## src/design/jtsc_pkg.sv

```systemverilog
package jtsc_pkg;
   // TAP states, one-hot codes
   typedef enum logic [15:0] {
      ST_RESET = 16'h0001,
      ST_IDLE = 16'h0002,
      ST_SEL_DR = 16'h0004,
      ST_CAP_DR = 16'h0008,
      ST_SH_DR = 16'h0010,
      ST_EX1_DR = 16'h0020,
      ST_PAU_DR = 16'h0040,
      ST_EX2_DR = 16'h0080,
      ST_UPD_DR = 16'h0100,
      ST_SEL_IR = 16'h0200,
      ST_CAP_IR = 16'h0400,
      ST_SH_IR = 16'h0800,
      ST_EX1_IR = 16'h1000,
      ST_PAU_IR = 16'h2000,
      ST_EX2_IR = 16'h4000,
      ST_UPD_IR = 16'h8000
   } jtsc_state_e;

   localparam int IR_W = 4;
   localparam int ID_W = 32;
   localparam int BS_W = 8;
   // Instruction codes
   localparam logic [3:0] INS_EXTEST = 4'h0;
   localparam logic [3:0] INS_INTEST = 4'h1;
   localparam logic [3:0] INS_SAMPLE = 4'h2;
   localparam logic [3:0] INS_IDCODE = 4'he;
   localparam logic [3:0] INS_BYPASS = 4'hf;
   // Captured into the instruction chain, low bits 01 as usual
   localparam logic [3:0] IR_CAPTURE = 4'h1;
   // Identification value, arbitrary
   localparam logic [31:0] ID_VALUE = 32'h0000_0001;

   // Data chain selections
   typedef enum logic [2:0] {
      DSEL_BYPASS = 3'h1,
      DSEL_IDCODE = 3'h2,
      DSEL_BSCAN = 3'h4
   } jtsc_dsel_e;
endpackage : jtsc_pkg

```

## src/design/jtsc_sync.sv

```systemverilog
`timescale 1ns/1ps
// Two-flop synchroniser for pin levels
module jtsc_sync #(
   parameter int W = 1,
   parameter logic [W-1:0] INIT = '0
) (
   input wire logic clk,
   input wire logic rst_n,
   input wire logic [W-1:0] d,
   output logic [W-1:0] q
);
   logic [W-1:0] meta_q;
   logic [W-1:0] meta_d;
   logic [W-1:0] q_d;

   // Next values
   always_comb begin
      meta_d = d;
      q_d = meta_q;
   end

   // First stage is read only by the second
   always_ff @(posedge clk or negedge rst_n) begin
      if (!rst_n) begin
         meta_q <= INIT;
         q <= INIT;
      end else begin
         meta_q <= meta_d;
         q <= q_d;
      end
   end
endmodule : jtsc_sync

```

## src/design/jtsc_tap.sv

```systemverilog
`timescale 1ns/1ps
module jtsc_tap
   import jtsc_pkg::*;
#(
   parameter int BSW = BS_W
) (
   input wire logic clk,
   input wire logic rst_n,
   input wire logic tck,
   input wire logic tms,
   input wire logic tdi,
   input wire logic trst_n,
   output logic tdo_o,
   output logic tdo_oe,
   output logic [BSW-1:0] bscan_out,
   input wire logic [BSW-1:0] bscan_in,
   output logic [IR_W-1:0] ir_active,
   output logic [15:0] tap_state
);
   logic tck_s;
   logic tms_s;
   logic tdi_s;
   logic trst_s;
   logic tck_q;
   logic tck_d;
   logic rise;
   logic fall;
   jtsc_state_e st_q;
   jtsc_state_e st_d;
   logic [IR_W-1:0] irs_q;
   logic [IR_W-1:0] irs_d;
   logic [IR_W-1:0] irp_q;
   logic [IR_W-1:0] irp_d;
   logic byp_q;
   logic byp_d;
   logic [ID_W-1:0] ids_q;
   logic [ID_W-1:0] ids_d;
   logic [BSW-1:0] bss_q;
   logic [BSW-1:0] bss_d;
   logic [BSW-1:0] bsp_q;
   logic [BSW-1:0] bsp_d;
   logic tdo_q;
   logic tdo_d;
   logic oe_q;
   logic oe_d;
   jtsc_dsel_e dsel;
   logic hold_dr;
   logic ser_bit;

   // Pins come from outside; test clock is oversampled, not used as a clock
   jtsc_sync #(.W(4), .INIT(4'hf)) u_sync (
      .clk(clk),
      .rst_n(rst_n),
      .d({tck, tms, tdi, trst_n}),
      .q({tck_s, tms_s, tdi_s, trst_s})
   );

   // Edge finder; with no edges only test reset or the reset state changes anything below
   always_comb begin
      tck_d = tck_s;
      rise = tck_s & ~tck_q;
      fall = ~tck_s & tck_q;
   end

   // Unknown codes fall to BYPASS, so a path TDI to TDO exists for every code but EXTEST and INTEST
   function automatic jtsc_dsel_e dec_sel(input logic [IR_W-1:0] ir);
      unique case (ir)
         INS_IDCODE: dec_sel = DSEL_IDCODE;
         INS_SAMPLE, INS_EXTEST, INS_INTEST: dec_sel = DSEL_BSCAN;
         default: dec_sel = DSEL_BYPASS;
      endcase
   endfunction : dec_sel

   // Standard next-state table
   function automatic jtsc_state_e nxt(input jtsc_state_e s, input logic m);
      unique case (s)
         ST_RESET: nxt = m ? ST_RESET : ST_IDLE;
         ST_IDLE: nxt = m ? ST_SEL_DR : ST_IDLE;
         ST_SEL_DR: nxt = m ? ST_SEL_IR : ST_CAP_DR;
         ST_CAP_DR: nxt = m ? ST_EX1_DR : ST_SH_DR;
         ST_SH_DR: nxt = m ? ST_EX1_DR : ST_SH_DR;
         ST_EX1_DR: nxt = m ? ST_UPD_DR : ST_PAU_DR;
         ST_PAU_DR: nxt = m ? ST_EX2_DR : ST_PAU_DR;
         ST_EX2_DR: nxt = m ? ST_UPD_DR : ST_SH_DR;
         ST_UPD_DR: nxt = m ? ST_SEL_DR : ST_IDLE;
         ST_SEL_IR: nxt = m ? ST_RESET : ST_CAP_IR;
         ST_CAP_IR: nxt = m ? ST_EX1_IR : ST_SH_IR;
         ST_SH_IR: nxt = m ? ST_EX1_IR : ST_SH_IR;
         ST_EX1_IR: nxt = m ? ST_UPD_IR : ST_PAU_IR;
         ST_PAU_IR: nxt = m ? ST_EX2_IR : ST_PAU_IR;
         ST_EX2_IR: nxt = m ? ST_UPD_IR : ST_SH_IR;
         ST_UPD_IR: nxt = m ? ST_SEL_DR : ST_IDLE;
         default: nxt = ST_RESET;
      endcase
   endfunction : nxt

   // Chain selection from held instruction
   always_comb begin
      dsel = dec_sel(irp_q);
      hold_dr = (irp_q == INS_EXTEST) || (irp_q == INS_INTEST);
   end

   // State machine; five high TMS reach reset by the table itself
   always_comb begin
      st_d = st_q;
      if (!trst_s) begin
         st_d = ST_RESET;
      end else if (rise) begin
         st_d = nxt(st_q, tms_s);
      end
   end

   // Instruction chain
   always_comb begin
      irs_d = irs_q;
      irp_d = irp_q;
      if (!trst_s || st_q == ST_RESET) begin
         irp_d = INS_IDCODE;
      end else if (rise) begin
         unique case (st_q)
            ST_CAP_IR: irs_d = IR_CAPTURE;
            ST_SH_IR: irs_d = {tdi_s, irs_q[IR_W-1:1]};
            ST_UPD_IR: irp_d = irs_q;
            default: irs_d = irs_q;
         endcase
      end
   end

   // Data chains; capture, shift and update gated by state and instruction
   always_comb begin
      byp_d = byp_q;
      ids_d = ids_q;
      bss_d = bss_q;
      bsp_d = bsp_q;
      if (rise && !hold_dr) begin
         unique case (st_q)
            ST_CAP_DR: begin
               byp_d = 1'b0;
               if (dsel == DSEL_IDCODE) ids_d = ID_VALUE;
               if (dsel == DSEL_BSCAN) bss_d = bscan_in;
            end
            ST_SH_DR: begin
               unique case (dsel)
                  DSEL_IDCODE: ids_d = {tdi_s, ids_q[ID_W-1:1]};
                  DSEL_BSCAN: bss_d = {tdi_s, bss_q[BSW-1:1]};
                  default: byp_d = tdi_s;
               endcase
            end
            ST_UPD_DR: begin
               if (dsel == DSEL_BSCAN) bsp_d = bss_q;
            end
            default: byp_d = byp_q;
         endcase
      end
   end

   // Serial out bit for the chain being accessed
   always_comb begin
      unique case (dsel)
         DSEL_IDCODE: ser_bit = ids_q[0];
         DSEL_BSCAN: ser_bit = bss_q[0];
         default: ser_bit = byp_q;
      endcase
      if (st_q == ST_SH_IR) ser_bit = irs_q[0];
   end

   // Output changes on falling edge or test reset, released outside shift states
   always_comb begin
      tdo_d = tdo_q;
      oe_d = oe_q;
      if (!trst_s) begin
         oe_d = 1'b0;
      end else if (fall) begin
         tdo_d = ser_bit;
         oe_d = (st_q == ST_SH_IR) || (st_q == ST_SH_DR && !hold_dr);
      end
   end

   // All state registers; chip reset lands in Test-Logic-Reset too
   always_ff @(posedge clk or negedge rst_n) begin
      if (!rst_n) begin
         tck_q <= 1'b1;
         st_q <= ST_RESET;
         irs_q <= '0;
         irp_q <= INS_IDCODE;
         byp_q <= 1'b0;
         ids_q <= '0;
         bss_q <= '0;
         bsp_q <= '0;
         tdo_q <= 1'b1;
         oe_q <= 1'b0;
      end else begin
         tck_q <= tck_d;
         st_q <= st_d;
         irs_q <= irs_d;
         irp_q <= irp_d;
         byp_q <= byp_d;
         ids_q <= ids_d;
         bss_q <= bss_d;
         bsp_q <= bsp_d;
         tdo_q <= tdo_d;
         oe_q <= oe_d;
      end
   end

   assign tdo_o = tdo_q;
   assign tdo_oe = oe_q;
   assign bscan_out = bsp_q;
   assign ir_active = irp_q;
   assign tap_state = st_q;
endmodule : jtsc_tap

```

## config.mk

```make
export PLATFORM = sky130hd
export DESIGN_NAME = jtsc_tap
export DESIGN_NICKNAME = d
export VERILOG_FILES = /design/src/design/jtsc_pkg.sv /design/src/design/jtsc_sync.sv /design/src/design/jtsc_tap.sv
export SDC_FILE = /design/constraint.sdc
export NUM_CORES = 1
export LEC_CHECK = 0
export BUFFER_PORTS_ARGS = -buffer_cell sky130_fd_sc_hd__buf_2
export CAP_MARGIN = 20
export CORE_UTILIZATION = 60
export CTS_BUF_LIST = sky130_fd_sc_hd__clkbuf_8
export DETAILED_ROUTE_END_ITERATION = 6
export HOLD_SLACK_MARGIN = 0.1
export PLACE_DENSITY = 0.79
export SLEW_MARGIN = 20
export SYNTH_ARGS = -nofsm -noshare
export SYNTH_HDL_FRONTEND = slang
export SYNTH_SLANG_ARGS = --single-unit
```

## constraint.sdc

```tcl
create_clock -name clk -period 3.34 [get_ports clk]
set_input_delay 0 -clock clk [delete_from_list [all_inputs] [get_ports clk]]
set_output_delay 0 -clock clk [all_outputs]
set_load 0.02 [all_outputs]
```

==> results of run 1 <==
==> placed cells by master (no fill, tap or decap), types with 4 or more instances in the layout <==
master	synthesis	final
a21oi_1	5	5
buf_2	12	42
clkbuf_8	0	9
dfrtp_1	70	70
dfstp_2	14	14
dlygate4sd3_1	0	13
inv_1	7	8
mux2_1	8	8
mux2i_1	12	12
nand2_1	96	96
nand3_1	9	9
nor2_1	10	9
nor3_1	8	8
o21ai_0	11	11
o21ai_1	46	46
or4_1	4	4
xnor2_1	5	5
==> worst max-delay path, delay by kind of cell (launching register included) <==
kind            cells  cell delay [ns]
simple gates        3             1.47
compound gates      2             0.55
flops               1             0.50
==> Yosys cell counts, types with 2 or more instances <==
library cell and instances:
clkbuf_1 11, nand4b_1 3, buf_2 12, nor4_4 2, or4b_2 2, o41ai_1 2
ha_1 2, dfrtp_1 70, o21ai_1 46, o21a_1 2, mux2i_1 12, inv_1 7
o21ai_0 11, nor2b_1 3, buf_4 2, nor2_1 10, a31oi_1 3, or4_1 4
and4b_1 3, nand2b_1 2, dfstp_2 14, a22o_1 2, nand2_1 96, nor4_1 2
a32o_1 2, xnor2_1 5, a21oi_1 5, xor2_1 3, nor3_1 8, mux2_1 8
nand3_1 9, nand4_1 2, nor4_2 2
==> power breakdown <==
part | switching [mW] | internal [mW]
combinational | 0.0751 | 0.0440
clock | 0.377 | 0.350
sequential | 0.0133 | 1.04
total | 0.466 | 1.43
==> cell families (layout without fill, tap and decap cells) <==
kind of cell,count (synthesis),after routing,share of synthesized area
buf+inv,32,82,0.0369
compound gates,85,85,0.136
simple gates,154,154,0.199
mux,20,20,0.0544
fa+ha+maj,2,2,0.00648
xor+xnor,8,8,0.0181
flops,84,84,0.549
==> cell type report <==
cell class / instances / area [sq um]
clock inverters: 7 / 77.6
fillers: 443 / 1640
flip-flops and latches: 84 / 2120
repair buffers: 59 / 374
well taps: 75 / 93.8
inverters: 7 / 26.3
multi-input cells: 269 / 1610
clock buffers: 9 / 124
==> metrics by stage <==
step	cells	setup WS [ns]	power, mW	utilization
floorplan	385	0.968	1.13	-
global placement	481	0.811	1.17	0.674
detailed placement	481	0.699	1.17	0.674
CTS	510	0.683	1.91	0.729
global route	510	0.533	1.97	0.730
finish	510	0.677	1.90	0.730
==> final timing paths <==
path | endpoint | slack [ns] | depth (start not counted)
max | bss_q[5]$_DFFE_PN0P_ | 0.68 | 5
min | tap_state[8]$_DFFE_PN0P_ | 0.25 | 2
max reg2reg | bss_q[5]$_DFFE_PN0P_ | 0.68 | 5
min reg2reg | u_sync.q[0]$_DFF_PN1_ | 0.35 | 0
max in group asynchronous | ir_active[0]$_DFFE_PN0P_ | 2.61 | 2
min in group clk | u_sync.meta_q[1]$_DFF_PN1_ | 0.27 | 2
==> registers in the layout, summed over array words and instances (netlist names) <==
| name | cells |
|---|---|
| tck_q | 1 |
| ids_q | 32 |
| tdo_oe | 1 |
| bscan_out | 8 |
| bss_q | 8 |
| u_sync.meta_q | 4 |
| ir_active | 4 |
| tap_state | 16 |
| u_sync.q | 4 |
| irs_q | 4 |
| byp_q | 1 |
| tdo_o | 1 |
==> per-layer routing <==
layer  vias to the layer above  part of all wire  wire [microns]  global-route usage
li1                       1434                 -               -                   -
met1                      1406              0.49            3690               0.353
met2                        64              0.46            3500               0.350
met3                         7             0.038             287              0.0451
met4                         0             0.011              83               0.100
met5                         -                 0               0                   0
==> timing repair <==
item | 4_1_cts | 5_1_grt
resized for setup | 0 | 0
hold endpoints to repair | 82 | 0
setup endpoints to repair | 0 | 0
hold buffers | 13 | 0
==> impl_metrics.yaml, run 1 <==
timing:
  worst_pin_slew_ns: 0.721
  fin_worst_skew_ns: 0.0131
  worst_slew_margin_rel: 0.519
  period_utilisation_layout: 0.797
  grt_setup_unrepaired: "no"
  fmax_mhz: 376
  layout_min_cycle_time_ns: 2.66
  final-setup-viol-count: 0
  hold_viol_final: 0
  final-max-slew-violation-count: 0
  finalSetupTns_ns: 0
  worst_hold_slack_ns: 0.248
placement:
  detailed_place.area_sq_um: 4090
  place.detailed.hpwl_microns: 4810
  buffer_ports.inserted: 43
  globalplace.congestion: 0.856
global_route:
  maximum_number_of_pins_on_one_net_before_global_route_repair: 85
  globalRoute.totalOverflow: 0
  gr-usage-all-layers: 0.241
  grt_first_pass_wirelength_microns: 12000
  grt_antenna_before_repair: 0
  vias_in_the_first_global_route: 2573
floorplan:
  die_h_microns: 82.2
  ioPinCount: 44
  initial_core_util: 0.637
  core_sq_um: 6060
  dieWidth_microns: 82.2
  die-area_sq_um: 6760
  floorplan.rows: 28
logic_synthesis:
  ys.flop_type: "dfrtp_1"
  synth_top_cell_area_share: 0.454
  syn_nets: 401
  synth-seq-area-share: 0.549
  yosysWarningCount: 0
  postSynthRegisterBits: 84
  synth.cell_area_sq_um: 3860
  netlist_top_cells_area: "dfrtp_1 45%, dfstp_2 9.5%, nand2_1 9.3%"
  postSynthAreaPerCell_sq_um: 10.0
  yosys_cell_types: 51
  synthCells: 385
  synth-edff-count: 0
  yosys_top_cell_by_area: "dfrtp_1"
  async_reset_ff_frac: 1.00
drt:
  wl_per_cell_microns: 14.8
  drt_iter0_drc: 227
  firstDrtPassIters: 4
  vias: 2911
  route.final.wire_length_microns: 7560
  avgViaCountPerCell: 5.71
  post-route-drc-count: 0
  antenna_left: 0
critical_path:
  timing.critical_path.from_type: "flop"
  critical_path_arrival_ns: 2.88
  critPathKind: "flop to flop"
  crit_path_end_kind: "flop"
  slowest_stage: "or4_1"
  crit_path_cell_trace: "or4_1 -> nor4_4 -> o2111ai_2 -> nand2_1 -> o21ai_1"
  worst_r2r_startpoint: "tap_state[5]$_DFFE_PN0P_"
  critical_path_peak_fanout: 16
  stage_delay_of_the_slowest_cell_on_the_critical_path_ns: 0.79
  critPathRequiredTime_ns: 3.56
  crit_path_start: "tap_state[5]$_DFFE_PN0P_"
cells_and_area:
  post_route_cells_drive_above_1_share: 0.195
  area.growth.synth_to_final_pct: 14.6
  antennaDiodeCount: 0
  fin_nets: 446
  post-route-cell-area_sq_um: 4430
clock_tree:
  clkSinkCount: 84
  cts.reportedPaths.clkPinSlew_ns: 0.09
  clock-root-buffer: "clkbuf_8"
  htree_levels: 3
  cts_made_buffers: 9
  cts.path.max_buffers: 2
  clkLatencyLatePin_ns: 0.36
  cts_tree: "done"
  post_cts.repair.setup_buffers: 0
pwr:
  power.static_leakage_nw: 1.96
  p_per_area_nw_per_um2: 428
  ir_drop_uv: 320
run_status:
  run_status: "complete, no violations"
flow_run:
  drv.max_cap_violation_count: 0
worst_hold_path:
  type_of_the_most_critical_hold_path: "primary input to asynchronous set/reset pin"
Power figures use the tool's default switching activity.
==> inputs of run 2 (changes only) <==
--- a/config.mk
+++ b/config.mk
@@ -5,13 +5,14 @@
 export SDC_FILE = /design/constraint.sdc
 export NUM_CORES = 1
 export LEC_CHECK = 0
+export ABC_AREA = 1
 export BUFFER_PORTS_ARGS = -buffer_cell sky130_fd_sc_hd__buf_2
 export CAP_MARGIN = 20
 export CORE_UTILIZATION = 60
 export CTS_BUF_LIST = sky130_fd_sc_hd__clkbuf_8
 export DETAILED_ROUTE_END_ITERATION = 6
 export HOLD_SLACK_MARGIN = 0.1
-export PLACE_DENSITY = 0.79
+export PLACE_DENSITY = 0.78
 export SLEW_MARGIN = 20
 export SYNTH_ARGS = -nofsm -noshare
 export SYNTH_HDL_FRONTEND = slang
==> constraint.sdc (replaced) <==
create_clock -name clk -period 2.5 [get_ports clk]
set_input_delay 0 -clock clk [delete_from_list [all_inputs] [get_ports clk]]
set_output_delay 0 -clock clk [all_outputs]
set_load 0.02 [all_outputs]
==> run 2 against run 1 <==
  * Area after synthesis grew 3.6%
  * Sequential power grew 32%
  * Die area grew 3.5%
  * Total power grew 29%
  * Global-route usage shrank 1.1 points
  * Setup slack lost 0.17 ns
  * Combinational power grew 23%
  * Flip-flop and latch count is the same
  * Core utilization shrank 1.9 points
  * Register-to-register slack lost 0.17 ns
  * Clock power grew 25%
==> impl_metrics.yaml, run 2 <==
global_route:
  vias_in_the_first_global_route: 2771
  maximum_number_of_pins_on_one_net_before_global_route_repair: 85
  globalRoute.totalOverflow: 0
  grt_first_pass_wirelength_microns: 12800
  gr-usage-all-layers: 0.229
  grt_antenna_before_repair: 0
timing:
  fmax_mhz: 502
  grt_setup_unrepaired: "no"
  worst_pin_slew_ns: 0.732
  worst_slew_margin_rel: 0.512
  finalSetupTns_ns: 0
  layout_min_cycle_time_ns: 1.99
  final-setup-viol-count: 0
  finalWorstSetupSlack_ns: 0.507
  worst_hold_slack_ns: 0.239
  final-max-slew-violation-count: 0
  fin_worst_skew_ns: 0.0135
  period_utilisation_layout: 0.797
  hold_viol_final: 0
pwr:
  sequentialPowerShare: 0.570
  ir_drop_uv: 376
  power.total_mw: 2.45
  clockPowerShare: 0.371
  intPower_mw: 1.83
  power.static_leakage_nw: 2.27
  switching_share: 0.253
  p_switching_mw: 0.620
  p_per_area_nw_per_um2: 539
  comb_power_share: 0.060
critical_path:
  slowest_stage: "dfrtp_1"
  reg2reg_setup_slack_ns: 0.51
  worst_r2r_startpoint: "tap_state[8]$_DFFE_PN0P_"
  critical_path_arrival_ns: 2.23
  crit_path_cell_trace: "nor2_2 -> nand2_2 -> nor2_4 -> nand2_1 -> nand2_2 -> inv_2 -> nor2_4 -> nand2_4 -> buf_12 -> nand2_1 -> o21ai_2"
  reg2regPathDepth: 11
  crit_path_start: "tap_state[8]$_DFFE_PN0P_"
  critical_path.endpoint: "ids_q[14]$_DFFE_PN0P_"
  critPathRequiredTime_ns: 2.74
  timing.critical_path.from_type: "flop"
  critPathKind: "flop to flop"
  crit_path_end_kind: "flop"
  critical_path_peak_fanout: 62
  stage_delay_of_the_slowest_cell_on_the_critical_path_ns: 0.42
  rr_endpoint: "ids_q[14]$_DFFE_PN0P_"
floorplan:
  die_h_microns: 83.6
  ioPinCount: 44
  core_sq_um: 6390
  die-area_sq_um: 6990
  floorplan.rows: 29
  dieWidth_microns: 83.6
  initial_core_util: 0.626
logic_synthesis:
  ys.flop_type: "dfrtp_1"
  synthCells: 455
  synth_xor_xnor_area_share: 0
  share_of_the_synthesized_area_in_compound_gates_ao_oa_aoi_oai: 0.155
  synth_top_cell_area_share: 0.438
  synth-seq-area-share: 0.530
  netlist_top_cells_area: "dfrtp_1 44%, nand2_1 12%, dfstp_2 9.2%"
  synth-edff-count: 0
  synth.cell_area_sq_um: 4000
  yosys_cell_types: 36
  yosys.area_share.simple: 0.231
  yosys_top_cell_by_area: "dfrtp_1"
  yosysWarningCount: 0
  async_reset_ff_frac: 1.00
  synth.most_common_cell: "nand2_1"
  postSynthRegisterBits: 84
  postSynthAreaPerCell_sq_um: 8.79
  syn_nets: 471
  synth.top_cells.by_count: "125 x nand2_1, 70 x dfrtp_1, 48 x inv_1"
  synthMuxAreaShare: 0.00250
  synth-adder-area-share: 0.00626
  synth_top_family_by_area: "simple AND/OR/NAND/NOR gates"
cells_and_area:
  layout.cells.most_common_list: "125 x nand2_1, 70 x dfrtp_1, 48 x inv_1"
  largest_reg_flops: 32
  sequential_cell_area_sq_um: 2120
  finish.cell_count_without_fillers: 592
  layout_commonest_cell: "nand2_1"
  post-route-cell-area_sq_um: 4540
  post_route_cells_drive_above_1_share: 0.247
  final_core_util: 0.711
  largest_register: "ids_q"
  area.growth.synth_to_final_pct: 13.6
  fin_nets: 526
  n_fill_cell: 513
  antennaDiodeCount: 0
  multiInputGateArea_sq_um: 1580
clock_tree:
  cts.reportedPaths.clkPinSlew_ns: 0.09
  clkLatencyLatePin_ns: 0.35
  cts_made_buffers: 9
  clock-root-buffer: "clkbuf_8"
  post_cts.repair.setup_buffers: 0
  cts_tree: "done"
  htree_levels: 3
  clkSinkCount: 84
  cts.path.max_buffers: 2
placement:
  buffer_ports.inserted: 43
  place.detailed.instances: 563
  place.detailed.hpwl_microns: 5210
  preCtsSetupSlack_ns: 0.489
  detailed_place.area_sq_um: 4220
  globalplace.congestion: 0.904
drt:
  post-route-drc-count: 0
  antenna_left: 0
  avgViaCountPerCell: 5.23
  drt_iter0_drc: 222
  route.final.wire_length_microns: 7560
  firstDrtPassIters: 5
  vias: 3095
  wl_per_cell_microns: 12.8
worst_hold_path:
  type_of_the_most_critical_hold_path: "primary input to asynchronous set/reset pin"
run_status:
  run_status: "complete, no violations"
flow_run:
  drv.max_cap_violation_count: 0
## run 2: changes by cell type in the layout (fill, tap and decap cells not counted), moves of 7 or more
cell,delta
inv_1,+40
mux2_1,-8
mux2i_1,-11
nand2_1,+29
nand2_2,+7
nand3_1,+10
nor2_1,+29
o21ai_0,+18
o21ai_1,-38
o21ai_2,+30
## run 2: layout make-up
class                   instances  share of cell area
well taps                      77              0.0212
clock buffers                  10              0.0303
multi-input cells             308               0.347
clock inverters                 6              0.0107
repair buffers                 58              0.0834
flip-flops and latches         84               0.467
inverters                      49              0.0405
## run 2: power groups by stage
stage | combinational, mW | sequential [mW] | clock [mW]
floorplan | 0.0637 | 1.43 | 0
global placement | 0.129 | 1.42 | 0
detailed placement | 0.131 | 1.42 | 0
CTS | 0.147 | 1.40 | 0.921
global route | 0.165 | 1.40 | 0.975
finish | 0.146 | 1.39 | 0.907
## run 2: how the worst min path moves through the flow
stage                                 endpoint  slack (ns)  depth (start not counted)
detailed placement  u_sync.meta_q[0]$_DFF_PN1_        0.11                          1
floorplan             bscan_out[0]$_DFFE_PN0P_       -0.30                          0
global route        u_sync.meta_q[0]$_DFF_PN1_        0.27                          2
CTS                 u_sync.meta_q[0]$_DFF_PN1_        0.27                          2
finish               tap_state[15]$_DFFE_PN0P_        0.24                          2
global placement    u_sync.meta_q[2]$_DFF_PN1_        0.10                          1
## run 2: kinds of logic (layout without fill, tap and decap cells)
| kind of cell | after synthesis | count (layout) |
|---|---|---|
| adder cells (fa/ha/maj) | 2 | 2 |
| buffers and inverters | 63 | 123 |
| AO/OA/AOI/OAI | 94 | 94 |
| flip-flops | 84 | 84 |
| AND/OR/NAND/NOR | 211 | 211 |
| multiplexers | 1 | 1 |
## run 2: per-layer routing
layer  part of all wire  global-route usage
met2               0.46               0.359
met1               0.49               0.321
met4              0.010              0.0832
met3              0.043              0.0435
met5                  0                   0
## run 2: critical path: cells and delay by family (launching register included)
kind | cells | cell delay, ns
AO/OA/AOI/OAI | 1 | 0.05
buffers and inverters | 2 | 0.25
flip-flops | 1 | 0.42
AND/OR/NAND/NOR | 8 | 1.11
## run 2: repair_timing
| action | CTS | global route |
|---|---|---|
| hold endpoints to repair | 82 | 0 |
| resized for setup | 0 | 0 |
| hold buffers | 13 | 0 |
| endpoints found under the setup margin | 0 | 0 |
